[config.mk]
export PLATFORM = sky130hd
export DESIGN_NAME = rsa_alu
export DESIGN_NICKNAME = d
export VERILOG_FILES = /design/src/hw/rsa_pkg.sv /design/src/hw/rsa_alu.sv
export SDC_FILE = /design/constraint.sdc
export NUM_CORES = 1
export LEC_CHECK = 0
export BUFFER_PORTS_ARGS = -buffer_cell sky130_fd_sc_hd__buf_2
export CORE_ASPECT_RATIO = 1.75
export CORE_MARGIN = 8
export CORE_UTILIZATION = 42
export DETAILED_ROUTE_END_ITERATION = 16
export MAX_ROUTING_LAYER = met4
export PLACE_DENSITY = 0.63
export RECOVER_POWER = 25
export SETUP_SLACK_MARGIN = 0.3
export SLEW_MARGIN = 20
export SYNTH_ARGS = -nofsm -noshare
export SYNTH_HDL_FRONTEND = slang
export SYNTH_SLANG_ARGS = --single-unit
export TNS_END_PERCENT = 20
[constraint.sdc]
create_clock -name clock -period 2.9 [get_ports clock]
set_input_delay 0.435 -clock clock [delete_from_list [all_inputs] [get_ports clock]]
set_output_delay 0.435 -clock clock [all_outputs]
set_load 0.05 [all_outputs]
[src/hw/rsa_pkg.sv]
package rsa_pkg;

    // operation select from the decoder
    typedef enum logic [2:0] {
        RSA_OP_NONE,
        RSA_OP_RR_MEM,
        RSA_OP_RR_ACC,
        RSA_OP_RRC_MEM,
        RSA_OP_RRC_ACC,
        RSA_OP_SBC_ACC,
        RSA_OP_SBC_MEM
    } rsa_op_t;

    localparam int RSA_WIDTH = 8;
    localparam int RSA_MSB   = 7;
    localparam int RSA_NIB   = 4;
    localparam logic [7:0] RSA_ACC_RESET = 8'h00;

    // status flags as one carrier
    typedef struct packed {
        logic ov;   // signed_excess_flag
        logic z;
        logic ac;   // half_borrow_flag
        logic c;
        logic sc;   // signed_borrow_flag
        logic cz;   // chained_zero_flag
    } rsa_flags_t;

    localparam rsa_flags_t RSA_FLAGS_RESET = '0;

    // request from the decoder: operation plus fetched operand
    typedef struct packed {
        rsa_op_t    op;
        logic [7:0] mem;
    } rsa_req_t;

endpackage : rsa_pkg

[src/hw/rsa_alu.sv]
`timescale 1ns/1ps
`default_nettype none
module rsa_alu
    import rsa_pkg::*;
(
    input  wire logic                 clock,
    input  wire logic                 rst,
    input  wire rsa_pkg::rsa_req_t    req,
    output var  logic [7:0]           acc,
    output var  rsa_pkg::rsa_flags_t  flags,
    output var  logic                 mem_we,
    output var  logic [7:0]           mem_wdata
);
    import rsa_pkg::*;

    // one-bit right rotate; the caller picks what fills bit 7
    function automatic logic [7:0] rot_right(
        input logic [7:0] v,
        input logic       fill
    );
        return {fill, v[RSA_MSB:1]};
    endfunction : rot_right

    wire rsa_op_t    op  = req.op;
    wire logic [7:0] m   = req.mem;

    wire logic is_rr  = (op == RSA_OP_RR_MEM)  || (op == RSA_OP_RR_ACC);
    wire logic is_rrc = (op == RSA_OP_RRC_MEM) || (op == RSA_OP_RRC_ACC);
    wire logic is_sbc = (op == RSA_OP_SBC_ACC) || (op == RSA_OP_SBC_MEM);
    wire logic to_mem = (op == RSA_OP_RR_MEM) || (op == RSA_OP_RRC_MEM)
                     || (op == RSA_OP_SBC_MEM);
    wire logic to_acc = (op == RSA_OP_RR_ACC) || (op == RSA_OP_RRC_ACC)
                     || (op == RSA_OP_SBC_ACC);

    wire logic [7:0] rot_plain = rot_right(m, m[0]);
    // same value feeds the accumulator form
    wire logic [7:0] rot_carry = rot_right(m, flags.c);

    wire logic       bin   = ~flags.c;
    wire logic [8:0] diff9 = {1'b0, acc} - {1'b0, m} - {8'h00, bin};
    wire logic [4:0] lo5   = {1'b0, acc[3:0]} - {1'b0, m[3:0]}
                           - {4'h0, bin};
    wire logic [7:0] diff  = diff9[RSA_MSB:0];
    wire logic       borrow = diff9[RSA_WIDTH];
    wire logic       ovf   = (acc[RSA_MSB] ^ m[RSA_MSB])
                           & (acc[RSA_MSB] ^ diff[RSA_MSB]);
    wire logic       zres  = (diff == 8'h00);

    wire logic [7:0] result = is_rr  ? rot_plain :
                              is_rrc ? rot_carry : diff;

    // flags carry over by default, so rotates touch only what they own
    rsa_flags_t next_flags;
    always_comb begin
        next_flags = flags;
        if (is_rrc) begin
            next_flags.c = m[0];
        end else if (is_sbc) begin
            next_flags.c  = ~borrow;
            next_flags.z  = zres;
            next_flags.ov = ovf;
            next_flags.ac = ~lo5[RSA_NIB];
            next_flags.sc = diff[RSA_MSB] ^ ovf;
            next_flags.cz = zres & flags.z;
        end
    end

    // mem_wdata keeps its last byte; only mem_we marks it as new,
    // so the write port need not be cleared between ops
    always_ff @(posedge clock) begin
        if (rst) begin
            acc       <= RSA_ACC_RESET;
            flags     <= RSA_FLAGS_RESET;
            mem_we    <= 1'b0;
            mem_wdata <= 8'h00;
        end else begin
            flags  <= next_flags;
            mem_we <= to_mem;
            if (to_mem) begin
                mem_wdata <= result;
            end
            if (to_acc) begin
                acc <= result;
            end
        end
    end

    // checks recompute from the sampled operands where they can,
    // so a wrong datapath wire cannot vouch for itself

    AST_RST_STATE: assert property (@(posedge clock)
        rst |=> acc == RSA_ACC_RESET && flags == RSA_FLAGS_RESET
            && !mem_we && mem_wdata == 8'h00)
        else $error("reset state wrong");

    AST_RR_MEM: assert property (@(posedge clock) disable iff (rst)
        op == RSA_OP_RR_MEM |=> mem_we && mem_wdata ==
            {$past(m[0]), $past(m[7:1])} && $stable(acc))
        else $error("rotate to memory wrong");

    AST_RR_ACC: assert property (@(posedge clock) disable iff (rst)
        op == RSA_OP_RR_ACC |=> !mem_we && $stable(flags)
            && acc == {$past(m[0]), $past(m[7:1])})
        else $error("rotate to accumulator wrong");

    AST_RRC_MEM: assert property (@(posedge clock) disable iff (rst)
        op == RSA_OP_RRC_MEM |=> mem_wdata ==
            {$past(flags.c), $past(m[7:1])} && flags.c == $past(m[0]))
        else $error("carry rotate to memory wrong");

    AST_RRC_ACC: assert property (@(posedge clock) disable iff (rst)
        op == RSA_OP_RRC_ACC |=> !mem_we && flags.c == $past(m[0])
            && acc == {$past(flags.c), $past(m[7:1])})
        else $error("carry rotate to accumulator wrong");

    AST_RRC_KEEP: assert property (@(posedge clock) disable iff (rst)
        op == RSA_OP_RRC_ACC |=> $stable(mem_wdata))
        else $error("carry rotate to accumulator touched memory");

    AST_ROT_FLAGS: assert property (@(posedge clock) disable iff (rst)
        (is_rr || is_rrc) |=> flags.z == $past(flags.z)
            && flags.ov == $past(flags.ov) && flags.ac == $past(flags.ac)
            && flags.sc == $past(flags.sc) && flags.cz == $past(flags.cz))
        else $error("rotate disturbed a flag");

    AST_RR_CARRY: assert property (@(posedge clock) disable iff (rst)
        is_rr |=> flags.c == $past(flags.c))
        else $error("plain rotate changed carry");

    AST_NONE_HOLD: assert property (@(posedge clock) disable iff (rst)
        op == RSA_OP_NONE |=> !mem_we && $stable(acc) && $stable(flags)
            && $stable(mem_wdata))
        else $error("idle cycle changed state");

    AST_RRC_MEM_WE: assert property (@(posedge clock) disable iff (rst)
        op == RSA_OP_RRC_MEM |=> mem_we && $stable(acc))
        else $error("carry rotate to memory missed the write");

    AST_ACC_NO_WE: assert property (@(posedge clock) disable iff (rst)
        to_acc |=> !mem_we && $stable(mem_wdata))
        else $error("accumulator op wrote memory");

    AST_WE_SOURCE: assert property (@(posedge clock) disable iff (rst)
        mem_we |-> $past(to_mem))
        else $error("memory write without a memory op");

    AST_SBC_ACC: assert property (@(posedge clock) disable iff (rst)
        op == RSA_OP_SBC_ACC |=> !mem_we && acc == 8'($past(acc)
            - $past(m) - {7'h00, ~$past(flags.c)}))
        else $error("subtract to accumulator wrong");

    AST_SBC_MEM: assert property (@(posedge clock) disable iff (rst)
        op == RSA_OP_SBC_MEM |=> mem_we && $stable(acc)
            && mem_wdata == 8'($past(acc) - $past(m)
            - {7'h00, ~$past(flags.c)}))
        else $error("subtract to memory wrong");

    AST_SBC_CARRY: assert property (@(posedge clock) disable iff (rst)
        is_sbc |=> flags.c == ({1'b0, $past(acc)} >=
            ({1'b0, $past(m)} + {8'h00, ~$past(flags.c)})))
        else $error("subtract carry wrong");

    AST_SBC_ZERO: assert property (@(posedge clock) disable iff (rst)
        is_sbc |=> flags.z == (8'($past(acc) - $past(m)
            - {7'h00, ~$past(flags.c)}) == 8'h00))
        else $error("subtract zero flag wrong");

    AST_SBC_OV: assert property (@(posedge clock) disable iff (rst)
        is_sbc |=> flags.ov == (($past(acc[7]) ^ $past(m[7]))
            && ($past(acc[7])
            ^ ($past(to_mem) ? mem_wdata[7] : acc[7]))))
        else $error("subtract overflow flag wrong");

    AST_SBC_AC: assert property (@(posedge clock) disable iff (rst)
        is_sbc |=> flags.ac == ({1'b0, $past(acc[3:0])}
            >= ({1'b0, $past(m[3:0])} + {4'h0, ~$past(flags.c)})))
        else $error("subtract half borrow flag wrong");

    AST_SBC_CZ: assert property (@(posedge clock) disable iff (rst)
        is_sbc |=> flags.cz == (flags.z && $past(flags.z)))
        else $error("chained zero flag wrong");

    AST_SBC_SC: assert property (@(posedge clock) disable iff (rst)
        is_sbc |=> flags.sc == (flags.ov ^ $past(diff[7])))
        else $error("signed borrow flag wrong");

    // signed borrow is the sign of the true, unclipped signed difference
    AST_SBC_SIGN: assert property (@(posedge clock) disable iff (rst)
        is_sbc |=> flags.sc == ($signed({$past(acc[7]), $past(acc)})
            < ($signed({$past(m[7]), $past(m)})
            + $signed({8'h00, ~$past(flags.c)}))))
        else $error("signed borrow against compare wrong");

endmodule : rsa_alu
`default_nettype wire

==> results.cfg <==
[clock_network]
clock_latency_ns = 0.27
post_cts_buffers = 0
cts_made_buffers = 3
clk_pin_slew_ns = 0.09
root_buffer = clkbuf_8
ctsHoldBuffers = 0
cts_sinks = 23
cts_tree = yes
htree_levels = 1
ctsLongestPathBuffers = 2

[synthesis]
ys_async_sr_fraction = 0
synth_commonest_cells = 23 x dfxtp_1, 22 x inv_1, 20 x nor2_1, 14 x ha_1
yosys_register_bits = 23
synth_top_cell_by_area = dfxtp_1
synth_top_area_frac = 0.2840
synth.distinct_cells = 50
synth.most_common_cell = dfxtp_1
netlist_area_sq_um = 1622
yosys_warnings = 0
ys_seq_area_frac = 0.2840
syn_area_per_cell_sq_um = 8.765
syn-instance-count = 185
synth.area.top_cells = dfxtp_1 28%, ha_1 11%, inv_1 5.1%
synth-edff-count = 0
ys.flop_type = dfxtp_1
syn_nets = 214

[placed_design]
dp_slack_ns = 0.06088
port_buffers = 35
place_hpwl_mm = 3.072
gp_congestion = 0.7857
placedCellCount = 262

[sta]
clock_skew_ns = 0.002603
timing.fmax_ghz = 0.3978
max_slew_margin = 0.5421
rsz0062_at_grt = yes
fin_crit_sh = 0.8668
setup_tns_ns = 0
hold_viol_final = 0
timing.final.crit_period_ns = 2.514
worstMarginPinSlew_ns = 0.6819
setup_viol = 0
maxSlewViolCount = 0
setup_ws_ns = 0.3864

[setup_path]
required_ns = 3.09
reg2regPathDepth = 9
critPathMaxStageDelay_ns = 0.53
critPathSlowestCell = fa_1
r2r_slack_ns = 0.39
timing.rr.start = flags[2]
worstReg2RegEnd = flags[4]
crit_chain = inv_2, fa_1, inv_1, ha_2, o211a_4, a2111o_1, and3b_1, a211o_1, o31ai_2
cp-end-kind = flip-flop
worst-setup-path-type = flip-flop to flip-flop
critPathArrivalTime_ns = 2.71
crit_fanout = 3
cp-start-kind = flip-flop

[die]
ioPinCount = 36
core_area_sq_um = 3791
initial_core_util = 0.4277
die_h_um = 98.20
die_area_sq_um = 6184
die_w_um = 62.97
rows = 30

[routing]
drt_first_iter_violations = 51
wl_per_cell_um = 14.30
routed_wl_mm = 3.803
drcViolationCount = 0
dr.pass1.iters = 4
ant_nets = 0
num_vias = 1429
vias_per_cell = 5.372

[final_layout]
final_cells = 266
nNetsFinal = 248
layout-drive-gt1-share = 0.2569
n_fill_cell = 415
diodes = 0
syn_to_final_growth_pct = 16.51

[global_route]
grt_pass1_vias = 1417
grt_max_degree = 26
grt_pass1_wl_mm = 6.465
grt-ovfl-total = 0
antenna_found_initial = 0
track_usage = 0.1287

[power]
swShare = 0.4318
power.internal_uw = 657.1
p_leak_nw = 0.8318
power_frac_comb = 0.498
p_switching_uw = 499.4
power-per-cell-area_nw_per_um2 = 612.1
p_total_mw = 1.156
p_seq_frac = 0.321
pwr-share-clk = 0.180
ir_drop_mv = 0.3947

[hold_path]
hold_depth = 3
min_path_type = input pin to flip-flop
hold_start = req[6]
hold_path_end = mem_wdata[5]

[status]
status = finished, final reports clean

[run]
drv_cap = 0
[cells by family (layout without fill, tap and decap cells)]
| group | Yosys count | count (layout) | share of synthesized area |
|---|---|---|---|
| AO/OA/AOI/OAI | 51 | 51 | 0.2485 |
| XOR/XNOR | 8 | 8 | 0.04321 |
| buffers and inverters | 29 | 62 | 0.07099 |
| multiplexers | 10 | 10 | 0.06481 |
| AND/OR/NAND/NOR | 48 | 48 | 0.1559 |
| flip-flops | 23 | 23 | 0.2839 |
| adder cells (fa/ha/maj) | 16 | 16 | 0.1327 |
[worst max-delay path by stage]
| stage | startpoint | endpoint | slack (ns) | cells after the start |
|---|---|---|---|---|
| 6_report | flags[2] | flags[4] | 0.39 | 9 |
| 5_1_grt | flags[2] | mem_wdata[3] | 0.27 | 9 |
| 4_1_cts | acc[0] | acc[5] | 0.30 | 9 |
| 3_5_place_dp | req[0] | mem_wdata[5] | 0.06 | 9 |
| 3_3_place_gp | req[0] | mem_wdata[5] | 0.12 | 9 |
| 2_1_floorplan | acc[5] | flags[4] | 0.34 | 9 |
[power by group through the flow]
stage / Combinational [mW] / Sequential [mW] / Clock [mW]
finish: 0.576 / 0.372 / 0.208
global route: 0.639 / 0.377 / 0.222
CTS: 0.575 / 0.372 / 0.215
detailed placement: 0.571 / 0.379 / 0
global placement: 0.568 / 0.378 / 0
floorplan: 0.341 / 0.491 / 0
[metrics by stage]
stage | cell area, sq um | util | hold WS (ns)
final | 1889 | 0.4984 | 0.4610
after global routing | 1889 | 0.4984 | 0.4810
after floorplan | 1632 | - | 0.5066
after global placement | 1842 | 0.4858 | 0.4431
after detailed placement | 1842 | 0.4858 | 0.4534
after CTS | 1888 | 0.4980 | 0.4548
[critical path, delay by kind of cell (launching register included)]
kind | cells | cell delay, ns
AOI/OAI and AO/OA | 4 | 1.08
adders and majority gates | 2 | 0.70
buffers and inverters | 2 | 0.10
DFF | 1 | 0.36
and+or+nand+nor | 1 | 0.19
[per-layer routing]
| layer | part of all wire | global-route usage |
|---|---|---|
| met5 | 0 | - |
| met4 | 0.0097 | 0.04240 |
| met3 | 0.028 | 0.02064 |
| met2 | 0.55 | 0.2458 |
| met1 | 0.41 | 0.1256 |
[registers in the layout, summed over array words and instances, names as in the netlist]
name       flops
flags          6
mem_we         1
acc            8
mem_wdata      8
[cell type report]
cell class	count	area [sq um]	share of cell area
Clock buffer	3	41.29	0.02185
Clock inverter	1	5.005	0.002649
Inverter	22	82.58	0.04371
Multi-Input combinational cell	133	1060	0.5609
Sequential cell	23	470.5	0.2490
Tap cell	48	60.06	0.03179
Timing Repair Buffer	36	170.2	0.09007
[repair_timing]
action	4_1_cts	5_1_grt
setup endpoints to repair	2	9
gates resized for setup	1	6
pin swaps	0	6
[placed cells by master (no fill, tap or decap), types with 3 or more instances in the layout]
master and count:
inv_1 21, nor2_1 20, xor2_1 5, a21oi_1 10, o21ai_0 3, clkbuf_8 3, a311oi_1 4, nand3_1 3
mux2i_1 6, nand2_1 7, mux2_2 3, xnor2_1 3, dfxtp_1 19, ha_1 12, clkbuf_1 10, a211oi_1 10
buf_2 25
Note: power is estimated with default switching activity, not from simulation.
